File: src/adc_seq_pkg.sv
// constants shared by the conversion sequencer
package adc_seq_pkg;
    localparam int RES_W = 10;
    // wishbone word offsets (byte addresses, 32-bit data)
    localparam logic [7:0] OFS_MODE   = 8'h00;
    localparam logic [7:0] OFS_START  = 8'h04;
    localparam logic [7:0] OFS_RES_HI = 8'h08;
    localparam logic [7:0] OFS_RES_LO = 8'h0c;
    localparam logic [7:0] OFS_IRQ    = 8'h10;
    localparam logic [7:0] OFS_IEN    = 8'h14;
    localparam logic [7:0] OFS_CTRL   = 8'h18;
    // mode register fields
    localparam int MODE_CH_LSB = 0;
    localparam int MODE_TRG    = 4;
    localparam logic [7:0] MODE_RST = 8'h00;
    localparam logic [3:0] CH_INPUT_ONE = 4'h5;
    // start register: flag in bit 7, reserved bits read as one
    localparam int START_BIT = 7;
    localparam logic [7:0] START_RSVD = 8'h7f;
    // control register: bit0 clock stop, bit1 trigger pin function, bit2 edge
    localparam int CTRL_CKSTP = 0;
    localparam int CTRL_PINFN = 1;
    localparam int CTRL_EDGE  = 2;
    localparam logic [2:0] CTRL_RST = 3'h1;
    // settling time after module standby, in system clocks
    localparam int STBY_WAIT = 10;
endpackage

File: src/adc_conversion_sequencer.sv
// successive-approximation conversion sequencer with wishbone registers
// Summary of operation
// conversion by successive approximation, producing a 10-bit result
// writing one to start flag begins conversion; flag clears when done
// completion sets the conversion-end request flag
// interrupt raised only while conversion-end enable is one
// software stops conversion before changing time or channel
// trigger accepted only with pin function and trigger enable both set
// selected trigger edge sets start flag and begins conversion
// reset clears mode and start registers; result registers keep contents
// registers freeze while standby or low-power states are signalled; code takes interrupt enable and request-clear writes in both, control writes in standby
// channel field 0101 routes analog input one
// completion writes result registers, clears flag, returns to idle
// setting flag again starts a fresh conversion with same behaviour
// software reads results only while start flag reads zero
// software waits ten clocks after leaving module standby
// writing zero to start flag stops conversion; flag resets to zero
// clock stop bit zero enters module standby; one releases
// trigger pin synchronised; edge found from two synchronised samples
// upper eight bits in high register, lower two in low register top
//
// Register access over Wishbone and the register offsets were chosen for this implementation.
`timescale 1ns/100ps
`default_nettype none
module adc_conversion_sequencer #(
    parameter int RES_W = adc_seq_pkg::RES_W
) (
    input  wire logic        clk,
    input  wire logic        rst,
    input  wire logic        wb_cyc_i,
    input  wire logic        wb_stb_i,
    input  wire logic        wb_we_i,
    input  wire logic [7:0]  wb_adr_i,
    input  wire logic [3:0]  wb_sel_i,
    input  wire logic [31:0] wb_dat_i,
    output logic      [31:0] wb_dat_o,
    output logic             wb_ack_o,
    input  wire logic        low_power_hold,
    input  wire logic        ext_trigger_pin,
    input  wire logic        cmp_above,
    output logic [RES_W-1:0] dac_code,
    output logic [3:0]       channel_select_field,
    output logic             analog_input_one,
    output logic             sample_hold,
    output logic             standby_ready,
    output logic             irq
);
    // ------------------------------------------------------------
    // state and registers
    // ------------------------------------------------------------
    typedef enum logic [1:0] {S_IDLE, S_SAMPLE, S_CONV} conv_state_t;
    conv_state_t state_q;
    logic [7:0]       converter_mode_reg_q;
    logic             conv_start_flag_q;
    logic [7:0]       result_high_reg_q;
    logic [7:0]       result_low_reg_q;
    logic             conv_end_request_flag_q;
    logic             conv_end_irq_enable_q;
    logic [2:0]       ctrl_q;
    logic [RES_W-1:0] sar_q;
    logic [RES_W-1:0] bit_q;
    logic [1:0]       trg_sync_q;
    logic             trg_prev_q;
    logic [3:0]       stby_cnt_q;
    logic             wr;
    logic [RES_W-1:0] sar_kept;
    logic             run;
    logic             trig_edge;
    logic             trig_en;
    logic             done;
    logic             start_wr1;
    logic             start_wr0;
    logic [7:0]       addr;

    // ------------------------------------------------------------
    // helpers
    // ------------------------------------------------------------
    // one approximation step: keep the trial bit when the input sits at or
    // above the trial code, otherwise drop it again
    function automatic logic [RES_W-1:0] sar_trial(
        input logic [RES_W-1:0] code,
        input logic [RES_W-1:0] trial,
        input logic             above
    );
        return above ? code : (code & ~trial);
    endfunction

    assign sar_kept  = sar_trial(sar_q, bit_q, cmp_above);
    assign addr      = wb_adr_i;
    // a write lands at the edge where ack is seen high, the only edge the
    // master trusts; the request still stands there, so nothing is lost
    assign wr        = wb_cyc_i & wb_stb_i & wb_we_i & wb_ack_o & wb_sel_i[0];
    // held in module standby (clock stopped) and in low-power states
    assign run       = ctrl_q[adc_seq_pkg::CTRL_CKSTP] & ~low_power_hold; // see R9
    assign start_wr1 = run & wr & (addr == adc_seq_pkg::OFS_START)
                       & wb_dat_i[adc_seq_pkg::START_BIT];
    assign start_wr0 = run & wr & (addr == adc_seq_pkg::OFS_START)
                       & ~wb_dat_i[adc_seq_pkg::START_BIT];
    assign trig_en   = ctrl_q[adc_seq_pkg::CTRL_PINFN]
                       & converter_mode_reg_q[adc_seq_pkg::MODE_TRG];
    // edge taken from the two synchronised samples only, never the first stage
    assign trig_edge = trig_en & run & (ctrl_q[adc_seq_pkg::CTRL_EDGE]
                       ? (trg_sync_q[1] & ~trg_prev_q)
                       : (~trg_sync_q[1] & trg_prev_q)); // see R7
    assign done      = run & (state_q == S_CONV) & (bit_q == '0);

    // ------------------------------------------------------------
    // wishbone slave, one wait state: ack the cycle after stb
    // ------------------------------------------------------------
    always_ff @(posedge clk) begin
        if (rst) begin
            wb_ack_o <= 1'b0;
        end else begin
            wb_ack_o <= wb_cyc_i & wb_stb_i & ~wb_ack_o;
        end
    end

    always_ff @(posedge clk) begin
        if (rst) begin
            wb_dat_o <= 32'h0000_0000;
        end else if (wb_cyc_i & wb_stb_i & ~wb_ack_o) begin
            case (addr)
                adc_seq_pkg::OFS_MODE:   wb_dat_o <= {24'h00_0000, converter_mode_reg_q};
                adc_seq_pkg::OFS_START:  wb_dat_o <= {24'h00_0000, conv_start_flag_q,
                                                      adc_seq_pkg::START_RSVD[6:0]};
                adc_seq_pkg::OFS_RES_HI: wb_dat_o <= {24'h00_0000, result_high_reg_q};
                adc_seq_pkg::OFS_RES_LO: wb_dat_o <= {24'h00_0000, result_low_reg_q};
                adc_seq_pkg::OFS_IRQ:    wb_dat_o <= {31'h0000_0000, conv_end_request_flag_q};
                adc_seq_pkg::OFS_IEN:    wb_dat_o <= {31'h0000_0000, conv_end_irq_enable_q};
                adc_seq_pkg::OFS_CTRL:   wb_dat_o <= {28'h000_0000, stby_cnt_q == 4'h0, ctrl_q};
                default:                 wb_dat_o <= 32'h0000_0000;
            endcase
        end
    end

    // ------------------------------------------------------------
    // software registers
    // ------------------------------------------------------------
    always_ff @(posedge clk) begin
        if (rst) begin
            converter_mode_reg_q <= adc_seq_pkg::MODE_RST;
        end else if (run & wr & (addr == adc_seq_pkg::OFS_MODE)) begin
            converter_mode_reg_q <= wb_dat_i[7:0];
        end
    end

    always_ff @(posedge clk) begin
        if (rst) begin
            ctrl_q <= adc_seq_pkg::CTRL_RST;
        end else if (wr & ~low_power_hold & (addr == adc_seq_pkg::OFS_CTRL)) begin
            ctrl_q <= wb_dat_i[2:0];
        end
    end

    always_ff @(posedge clk) begin
        if (rst) begin
            conv_end_irq_enable_q <= 1'b0;
        end else if (wr & (addr == adc_seq_pkg::OFS_IEN)) begin
            conv_end_irq_enable_q <= wb_dat_i[0];
        end
    end

    // completion sets; a write of one clears; set wins over clear
    always_ff @(posedge clk) begin
        if (rst) begin
            conv_end_request_flag_q <= 1'b0;
        end else if (done) begin
            conv_end_request_flag_q <= 1'b1; // see R3
        end else if (wr & (addr == adc_seq_pkg::OFS_IRQ) & wb_dat_i[0]) begin
            conv_end_request_flag_q <= 1'b0;
        end
    end

    assign irq = conv_end_request_flag_q & conv_end_irq_enable_q;

    // settle counter after leaving module standby
    always_ff @(posedge clk) begin
        if (rst) begin
            stby_cnt_q <= 4'h0;
        end else if (~ctrl_q[adc_seq_pkg::CTRL_CKSTP]) begin
            stby_cnt_q <= 4'(adc_seq_pkg::STBY_WAIT);
        end else if (stby_cnt_q != 4'h0) begin
            stby_cnt_q <= stby_cnt_q - 4'h1;
        end
    end
    assign standby_ready = (stby_cnt_q == 4'h0);

    // ------------------------------------------------------------
    // trigger synchroniser
    // ------------------------------------------------------------
    // limitation: a trigger pulse shorter than one clock may be missed, and
    // edges seen while the trigger is disabled are dropped, not queued
    always_ff @(posedge clk) begin
        if (rst) begin
            trg_sync_q <= 2'h0;
            trg_prev_q <= 1'b0;
        end else begin
            trg_sync_q <= {trg_sync_q[0], ext_trigger_pin};
            trg_prev_q <= trg_sync_q[1];
        end
    end

    // ------------------------------------------------------------
    // start flag and approximation sequence
    // ------------------------------------------------------------
    always_ff @(posedge clk) begin
        if (rst) begin
            conv_start_flag_q <= 1'b0; // see R8
        end else if (start_wr0 | done) begin
            conv_start_flag_q <= 1'b0; // see R11
        end else if (start_wr1 | trig_edge) begin
            conv_start_flag_q <= 1'b1; // see R2
        end
    end

    always_ff @(posedge clk) begin
        if (rst) begin
            state_q <= S_IDLE;
            sar_q   <= '0;
            bit_q   <= '0;
        end else if (run) begin
            case (state_q)
                S_IDLE: begin
                    if (conv_start_flag_q & ~start_wr0) begin
                        state_q <= S_SAMPLE;
                    end
                end
                S_SAMPLE: begin
                    sar_q   <= {1'b1, {(RES_W-1){1'b0}}};
                    bit_q   <= {1'b1, {(RES_W-1){1'b0}}};
                    state_q <= start_wr0 ? S_IDLE : S_CONV;
                end
                S_CONV: begin
                    // keep the trial bit if input is above the trial code
                    if (start_wr0 | done) begin
                        state_q <= S_IDLE; // see R11
                    end
                    sar_q <= sar_kept | (bit_q >> 1);
                    bit_q <= bit_q >> 1;
                end
                default: state_q <= S_IDLE;
            endcase
        end
    end

    assign dac_code    = sar_q;
    assign sample_hold = (state_q == S_SAMPLE);
    assign channel_select_field = converter_mode_reg_q[adc_seq_pkg::MODE_CH_LSB +: 4];
    assign analog_input_one = (channel_select_field == adc_seq_pkg::CH_INPUT_ONE);

    // result registers have no reset: they keep contents across reset
    // at power-up they hold whatever the flops wake with
    always_ff @(posedge clk) begin
        if (done) begin
            result_high_reg_q <= sar_kept[RES_W-1 -: 8];
            result_low_reg_q  <= {sar_kept[1:0], 6'h00};
        end
    end
endmodule
`default_nettype wire

File: config.mk
export PLATFORM = sky130hd
export DESIGN_NAME = adc_conversion_sequencer
export DESIGN_NICKNAME = d
export VERILOG_FILES = /design/src/adc_seq_pkg.sv /design/src/adc_conversion_sequencer.sv
export SDC_FILE = /design/constraint.sdc
export NUM_CORES = 1
export LEC_CHECK = 0
export ABC_AREA = 0
export BUFFER_PORTS_ARGS = -buffer_cell sky130_fd_sc_hd__buf_2
export CAP_MARGIN = 20
export CORE_ASPECT_RATIO = 1.5
export CORE_MARGIN = 5
export CORE_UTILIZATION = 54
export DETAILED_ROUTE_END_ITERATION = 6
export PLACE_DENSITY_LB_ADDON = 0.25
export SLEW_MARGIN = 10
export SYNTH_ARGS = -nofsm -noshare
export SYNTH_HDL_FRONTEND = slang
export SYNTH_SLANG_ARGS = --single-unit
export TNS_END_PERCENT = 30
File: constraint.sdc
create_clock -name clk -period 4.1 [get_ports clk]
set_input_delay 0.82 -clock clk [delete_from_list [all_inputs] [get_ports clk]]
set_output_delay 0.82 -clock clk [all_outputs]
set_load 0.1 [all_outputs]
==> metrics.cfg, run 1 <==
[routing]
met2_length_mm = 3.53
drc = 0
routedWlPerCell_um = 14.6
num_vias = 2417
drt_wl_total_mm = 6.53
wl_met1_mm = 2.49
postRouteAntennaNets = 0
drt_pass1_iterations = 4
vias_per_cell = 5.40
drt-initial-drc-count = 154
top_layer_used = met4
wl_met3_um = 370

[floorplanning]
start_util_pct = 55.1
core.rowCount = 33
chipHeight_um = 101
ios = 103
dieArea_mm2 = 0.00714
die_w_um = 70.7
core_region_area_mm2 = 0.00541

[sta]
clock.fmax_ghz = 0.417
drv_slew = 0
hold_viol_final = 0
clock_skew_ns = 0.00803
setup_viol = 0
holdWs_ns = 0.440
rsz0062_at_grt = false
relSlewSlack_pct = 52.6
worst_slew_pin_slew_ns = 0.711
fin_crit_ns = 2.40
fin_crit_sh_pct = 58.5
fin_setup_tns_ns = 0

[pwr]
p_leak_nw = 1.41
pwr-share-clk_pct = 39.4
internal_power_uw = 909
power.density_mw_per_mm2 = 380
swShare_pct = 28.4
p_switching_uw = 361
irDropWorstVdd_mv = 0.188
seq_power_share_pct = 48.7
combPwrFrac_pct = 11.9

[synthesis]
ys_seq_elements = 62
syn-mean-instance-area_um2 = 9.03
ys_warn_count = 0
ys.flop_type = dfxtp_1
synth_edf_count = 10
yosysSeqAreaShare_pct = 45.0
synthCells = 330
async_reset_ff_share_pct = 0
synth.distinct_cells = 48
mappedNetlistArea_mm2 = 0.00298

[cts]
clk_latency_ns = 0.34
cts_sinks = 62
hold_buffers = 0
numCtsBuffers = 9
cts_resized = 0
cts_tree = yes
h-tree-depth = 3
cts_setup_buffers = 0
clockBufferDepth = 2
cts_root_buf = clkbuf_8
clkSlewWorstSetupHoldPaths_ns = 0.06

[global_route]
grt_pass1_wl_mm = 10.4
track_usage_pct = 18.4
grt_overflow_total = 0
grt_max_degree = 33
grt_pass1_vias = 2286
antenna_found_initial = 0

[critical_path]
crit_path_start_kind = register
rrSetupSlack_ns = 1.90
path_class = reg2out
r2r-start = state_q[0]
r2r_cells = 7
worst_path_largest_cell_delay_ns = 0.50
path_max_fanout = 4
r2r_end = state_q[1]
crit_chain = nor4_2 -> buf_2
arrival_ns = 1.58
cp-end-kind = output port
critPathLaunch = stby_cnt_q[3]
cp_data_required_time_ns = 3.28
cp-endpoint = standby_ready
slowest_stage = buf_2

[final_layout]
final_util_pct = 61.8
drive_gt1_share_pct = 19.8
final_cells = 448
area_growth_pct = 12.1
nets = 428
diodes = 0

[placement]
numPlacedInstances = 432
place_congestion = 0.906
dp_hpwl_mm = 4.96
port_buffers = 51

[job]
max_cap_viol_count = 0

[outcome]
run_status = finished clean

[min_path]
worstHoldStart = trg_sync_q[0]
min_path_type = reg2reg

-- power by group through the flow --
stage	sequential, mW	combinational (mW)	clock (mW)
after floorplan	0.636	0.144	0
after global placement	0.632	0.150	0
after detailed placement	0.632	0.151	0
after CTS	0.618	0.151	0.506
after global routing	0.618	0.158	0.530
final	0.618	0.152	0.500
-- worst min path at each step --
stage | endpoint | slack (ns) | depth (start not counted)
after CTS | trg_sync_q[1] | 0.45 | 1
after global placement | trg_sync_q[1] | 0.42 | 1
after global routing | wb_dat_o[4] | 0.47 | 2
after detailed placement | trg_sync_q[1] | 0.43 | 1
after floorplan | trg_sync_q[1] | 0.41 | 1
final | trg_sync_q[1] | 0.44 | 1
-- worst max-delay path, delay by kind of cell, from the launching register on --
family,cells,cell delay (ns)
buffers and inverters,1,0.50
AND/OR/NAND/NOR,1,0.39
flip-flops,1,0.34
-- layer usage --
| metal | global-route usage [%] | vias up |
|---|---|---|
| met4 | 8.54 | 0 |
| met2 | 34.8 | 63 |
| met5 | 0 | - |
| li1 | - | 1213 |
| met1 | 18.5 | 1127 |
| met3 | 4.69 | 14 |
-- cell families after synthesis --
family / Yosys count / share of synthesized area [%]
simple gates: 115 / 19.9
mux: 18 / 6.51
fa+ha+maj: 3 / 1.26
flops: 62 / 45.0
compound gates: 77 / 16.9
other cells: 1 / 0.126
buf+inv: 54 / 10.3
-- cell type report --
type / count / area [um^2]
Multi-Input combinational cell: 237 / 1420
Clock buffer: 10 / 128
Inverter: 10 / 37.5
Sequential cell: 62 / 1340
Fill cell: 496 / 2070
Clock inverter: 6 / 53.8
Tap cell: 70 / 87.6
Timing Repair Buffer: 53 / 270
-- state kept, by name, summed over array words and instances, names as in the netlist --
signal	cells
bit_q	10
conv_end_irq_enable_q	1
conv_end_request_flag_q	1
conv_start_flag_q	1
converter_mode_reg_q	8
ctrl_q	3
dac_code	10
result_high_reg_q	8
result_low_reg_q	2
state_q	2
stby_cnt_q	4
trg_prev_q	1
trg_sync_q	2
wb_ack_o	1
wb_dat_o	8
-- stage by stage --
step                      worst slack [ns]  area, um^2  total power, mW
after floorplan                   -0.00173        3070            0.780
after global placement                1.54        3160            0.782
after detailed placement              1.52        3160            0.783
after CTS                             1.67        3340             1.28
after global routing                  1.59        3340             1.31
final                                 1.70        3340             1.27
-- Yosys cell counts, types with 2 or more instances --
cell type  count  area (um^2)
o22ai_1        3         18.8
a21boi_0      10         75.1
or2_1          2         12.5
a22oi_1        2         15.0
buf_4         28          210
nand3b_1       2         15.0
and2_1         3         18.8
dfxtp_1       52         1040
nand2_1       31          116
o21ai_0        5         25.0
nor2_1        30          113
nor4_1         3         18.8
mux2i_1       16          160
nor2_4         2         22.5
clkbuf_1      16         60.1
nor3_1         4         20.0
o2111ai_1      4         35.0
nand2b_1       5         31.3
edfxtp_1      10          300
o211ai_1       9         67.6
a21oi_1       32          160
nor2b_1        6         37.5
nand3_1       15         75.1
inv_1         10         37.5
nand4_1        5         31.3
ha_1           3         37.5
-- placed cells by master, fill, tap and decap left out, types with 2 or more instances in the layout --
cell type,Yosys,routed
edfxtp_1,10,10
o22ai_1,3,3
nand4_1,5,5
a21boi_0,10,10
mux2i_1,16,16
nand2b_1,5,5
nor2_4,2,2
o211ai_1,9,9
nand3b_1,2,2
conb_1,1,24
clkinv_1,0,3
buf_4,28,2
buf_2,0,51
clkbuf_8,0,9
a21oi_1,32,32
ha_1,3,3
nor2b_1,6,6
nand3_1,15,15
or2_1,2,2
o21ai_0,5,5
a22oi_1,2,2
inv_1,10,10
and2_1,3,3
nand2_1,31,31
o2111ai_1,4,4
nor4_1,3,2
nor2_1,30,30
nor3_1,4,4
dfxtp_1,52,52
(Power assumes the default switching activity.)
==> run 2: changes to the inputs <==
--- a/config.mk
+++ b/config.mk
@@ -10,7 +10,7 @@
 export CAP_MARGIN = 20
 export CORE_ASPECT_RATIO = 1.5
 export CORE_MARGIN = 5
-export CORE_UTILIZATION = 54
+export CORE_UTILIZATION = 50
 export DETAILED_ROUTE_END_ITERATION = 6
 export PLACE_DENSITY_LB_ADDON = 0.25
 export SLEW_MARGIN = 10
==> constraint.sdc (replaced) <==
create_clock -name clk -period 2.3 [get_ports clk]
set_input_delay 0.46 -clock clk [delete_from_list [all_inputs] [get_ports clk]]
set_output_delay 0.46 -clock clk [all_outputs]
set_load 0.1 [all_outputs]
==> metrics.cfg, run 2 (same netlist as run 1, synthesis figures left out) <==
[routing]
wl_met1_mm = 2.58
drt_wl_total_mm = 6.75
postRouteAntennaNets = 0
num_vias = 2453
drt-initial-drc-count = 168
drc = 0
wl_met3_um = 460
routedWlPerCell_um = 14.8
drt_pass1_iterations = 4
top_layer_used = met4
vias_per_cell = 5.39
met2_length_mm = 3.57

[critical_path]
arrival_ns = 1.50
crit_path_start_kind = register
r2r-start = ctrl_q[0]
path_buf_inv = 1
path_max_fanout = 4
worst_path_largest_cell_delay_ns = 0.47
cp-end-kind = output port
rrSetupSlack_ns = 0.55
crit_family = buffers and inverters
slowest_stage = buf_2
cp_data_required_time_ns = 1.84
critPathLaunch = converter_mode_reg_q[2]
path_class = reg2out
crit_chain = nor4bb_2 -> buf_2

[sta]
fin_crit_ns = 1.96
clock_skew_ns = 0.0127
rsz0062_at_grt = false
relSlewSlack_pct = 58.3
clock.fmax_ghz = 0.510
worst_slew_pin_slew_ns = 0.626
setup_viol = 0
drv_slew = 0
hold_viol_final = 0
fin_crit_sh_pct = 85.3
fin_ws_ns = 0.339

[cts]
cts_resized = 0
cts_root_buf = clkbuf_8
cts_tree = yes
hold_buffers = 0
cts_sinks = 62
h-tree-depth = 3
clockBufferDepth = 2
clk_latency_ns = 0.34
cts_setup_buffers = 0
clkSlewWorstSetupHoldPaths_ns = 0.07
numCtsBuffers = 9

[placement]
port_buffers = 51
place_congestion = 0.883
dp_hpwl_mm = 5.13
numPlacedInstances = 439
post_dp_cell_area_mm2 = 0.00322
post-place-ws_ns = 0.128

[min_path]
min_path_type = in2reg
worstHoldStart = ext_trigger_pin

[floorplanning]
core.rowCount = 34
dieArea_mm2 = 0.00764
ios = 103
chipHeight_um = 105
core_region_area_mm2 = 0.00579
die_w_um = 73.0
start_util_pct = 51.5

[global_route]
grt_pass1_wl_mm = 11.1
grt_pass1_vias = 2348
antenna_found_initial = 0
grt_max_degree = 36
track_usage_pct = 18.5
grt_overflow_total = 0

[final_layout]
nets = 433
diodes = 0
layout_commonest_cell = dfxtp_1
drive_gt1_share_pct = 21.7
final_cells = 455
area_growth_pct = 13.5
layout_common_cells = dfxtp_1, buf_2, a21oi_1, nand2_1, nor2_1
final_util_pct = 58.5
design_area_mm2 = 0.00338

[job]
max_cap_viol_count = 0

[outcome]
run_status = finished clean

[pwr]
power.density_mw_per_mm2 = 648
irDropWorstVdd_mv = 0.453
p_leak_nw = 1.44

==> run 2: changes by cell type in the layout (fill, tap and decap cells not counted), sizes merged <==
cell,before,now
inv,10,11
bufinv,1,0
clkinv,4,3
clkinvlp,1,0
buf,53,58
clkbuf,10,12
==> run 2: stage by stage <==
stage,power [mW],TNS [ns],hold WS [ns]
5_1_grt,2.27,0,0.358
3_3_place_gp,1.40,0,0.419
3_5_place_dp,1.40,0,0.424
6_report,2.19,0,0.330
2_1_floorplan,1.39,-0.335,0.414
4_1_cts,2.21,0,0.318
==> run 2: layout make-up <==
cell class	count	area, um^2
fill	573	2400
multi-input combinational	237	1440
sequential	62	1340
timing repair buffer	58	308
clock buffer	12	145
tap	72	90.1
inverter	10	37.5
clock inverter	4	21.3
==> run 2: where the power goes <==
group / leakage (nW) / switching [mW] / internal, mW
clock: 0.0905 / 0.403 / 0.416
combinational: 0.818 / 0.237 / 0.0338
sequential: 0.530 / 0.00148 / 1.10
==> run 2: per-layer routing <==
metal  vias up  GRT usage (%)
met2        93           31.8
met3        10           6.15
met4         0           7.52
li1       1213              -
met5         -              0
met1      1137           20.5
==> run 2: path summary, 6_finish.rpt <==
check	to	cells after the start
setup reg to reg	converter_mode_reg_q[3]	5
hold reg to reg	trg_sync_q[1]	1
setup / recovery	analog_input_one	2
hold / removal	trg_sync_q[0]	2
==> run 3: changes to the inputs <==
--- a/config.mk
+++ b/config.mk
@@ -10,7 +10,7 @@
 export CAP_MARGIN = 20
 export CORE_ASPECT_RATIO = 1.5
 export CORE_MARGIN = 5
-export CORE_UTILIZATION = 50
+export CORE_UTILIZATION = 40
 export DETAILED_ROUTE_END_ITERATION = 6
 export PLACE_DENSITY_LB_ADDON = 0.25
 export SLEW_MARGIN = 10
==> metrics.cfg, run 3 (same netlist as run 1, synthesis figures left out) <==
[outcome]
run_status = finished clean

[critical_path]
cp-end-kind = output port
arrival_ns = 1.53
cp_data_required_time_ns = 1.84
path_class = reg2out
r2r_cells = 5
path_max_fanout = 4
crit_path_start_kind = register

[sta]
relSlewSlack_pct = 63.7
fin_crit_sh_pct = 86.4
holdWs_ns = 0.331
drv_slew = 0
fin_setup_tns_ns = 0
clock_skew_ns = 0.0103
worst_slew_pin_slew_ns = 0.545
hold_viol_final = 0
setup_viol = 0
clock.fmax_ghz = 0.503
fin_ws_ns = 0.314
fin_crit_ns = 1.99
rsz0062_at_grt = false

[routing]
drt_pass1_iterations = 4
drt-initial-drc-count = 117
drc = 0
vias_per_cell = 4.97
drt_wl_total_mm = 6.91
postRouteAntennaNets = 0
routedWlPerCell_um = 14.3
num_vias = 2401

[final_layout]
final_cells = 483
final_util_pct = 47.4
design_area_mm2 = 0.00345
nets = 434
area_growth_pct = 15.7
diodes = 0
layout_commonest_cell = dfxtp_1
drive_gt1_share_pct = 21.7
layout_common_cells = dfxtp_1, buf_2, a21oi_1, nand2_1, nor2_1

[cts]
clk_latency_ns = 0.34
cts_root_buf = clkbuf_8
cts_tree = yes
cts_setup_buffers = 0
hold_buffers = 0
clockBufferDepth = 2
cts_resized = 0
h-tree-depth = 3
numCtsBuffers = 9
clkSlewWorstSetupHoldPaths_ns = 0.07
cts_sinks = 62

[pwr]
p_leak_nw = 1.45
fin_total_pwr_mw = 2.27
swShare_pct = 28.4
irDropWorstVdd_mv = 0.434
power.density_mw_per_mm2 = 657
internal_power_mw = 1.62
pwr-share-clk_pct = 39.2
p_switching_uw = 643
seq_power_share_pct = 48.6
combPwrFrac_pct = 12.2

[placement]
post_dp_cell_area_mm2 = 0.00327
place_congestion = 0.872
post-place-ws_ns = 0.183
dp_hpwl_mm = 5.27
numPlacedInstances = 468
port_buffers = 51

[floorplanning]
die_w_um = 80.5
start_util_pct = 41.0
ios = 103
chipHeight_um = 116
core_region_area_mm2 = 0.00727
core.rowCount = 38
dieArea_mm2 = 0.00931

[global_route]
track_usage_pct = 15.2
grt_max_degree = 30
grt_overflow_total = 0
grt_pass1_vias = 2267
antenna_found_initial = 0
grt_pass1_wl_mm = 10.8

[job]
max_cap_viol_count = 0

[min_path]
min_path_type = in2reg
min_path_cells = 2

==> run 3: layout make-up <==
type / count / area [um^2]
clock buffers: 10 / 128
clock inverters: 5 / 51.3
fillers: 734 / 3820
inverters: 10 / 37.5
multi-input cells: 237 / 1440
flip-flops and latches: 62 / 1340
well taps: 100 / 125
repair buffers: 59 / 328
==> run 3: metal layers <==
layer	track usage [%]	vias up	wire, um
met2	26.8	79	3540
li1	-	1212	-
met1	17.0	1096	2740
met4	8.34	0	201
met3	2.80	14	421
met5	0	-	0
==> run 3: worst paths after layout <==
path	slack, ns	startpoint	endpoint
min reg2reg	0.44	trg_sync_q[0]	trg_sync_q[1]
max reg2reg	0.58	ctrl_q[0]	converter_mode_reg_q[5]
max	0.31	stby_cnt_q[3]	standby_ready
min	0.33	ext_trigger_pin	trg_sync_q[0]
==> run 3: power by group through the flow <==
stage / Sequential, mW / Combinational, mW / Clock (mW)
after floorplan: 1.13 / 0.257 / 0
after global placement: 1.13 / 0.274 / 0
after detailed placement: 1.13 / 0.275 / 0
after CTS: 1.10 / 0.276 / 0.915
after global routing: 1.10 / 0.288 / 0.968
final: 1.10 / 0.276 / 0.889
==> run 3: worst max-delay path, stage by stage, from the launching register on <==
cell	delay [ns]
dfxtp_1	0.35
nor4_4	0.35
buf_2	0.49
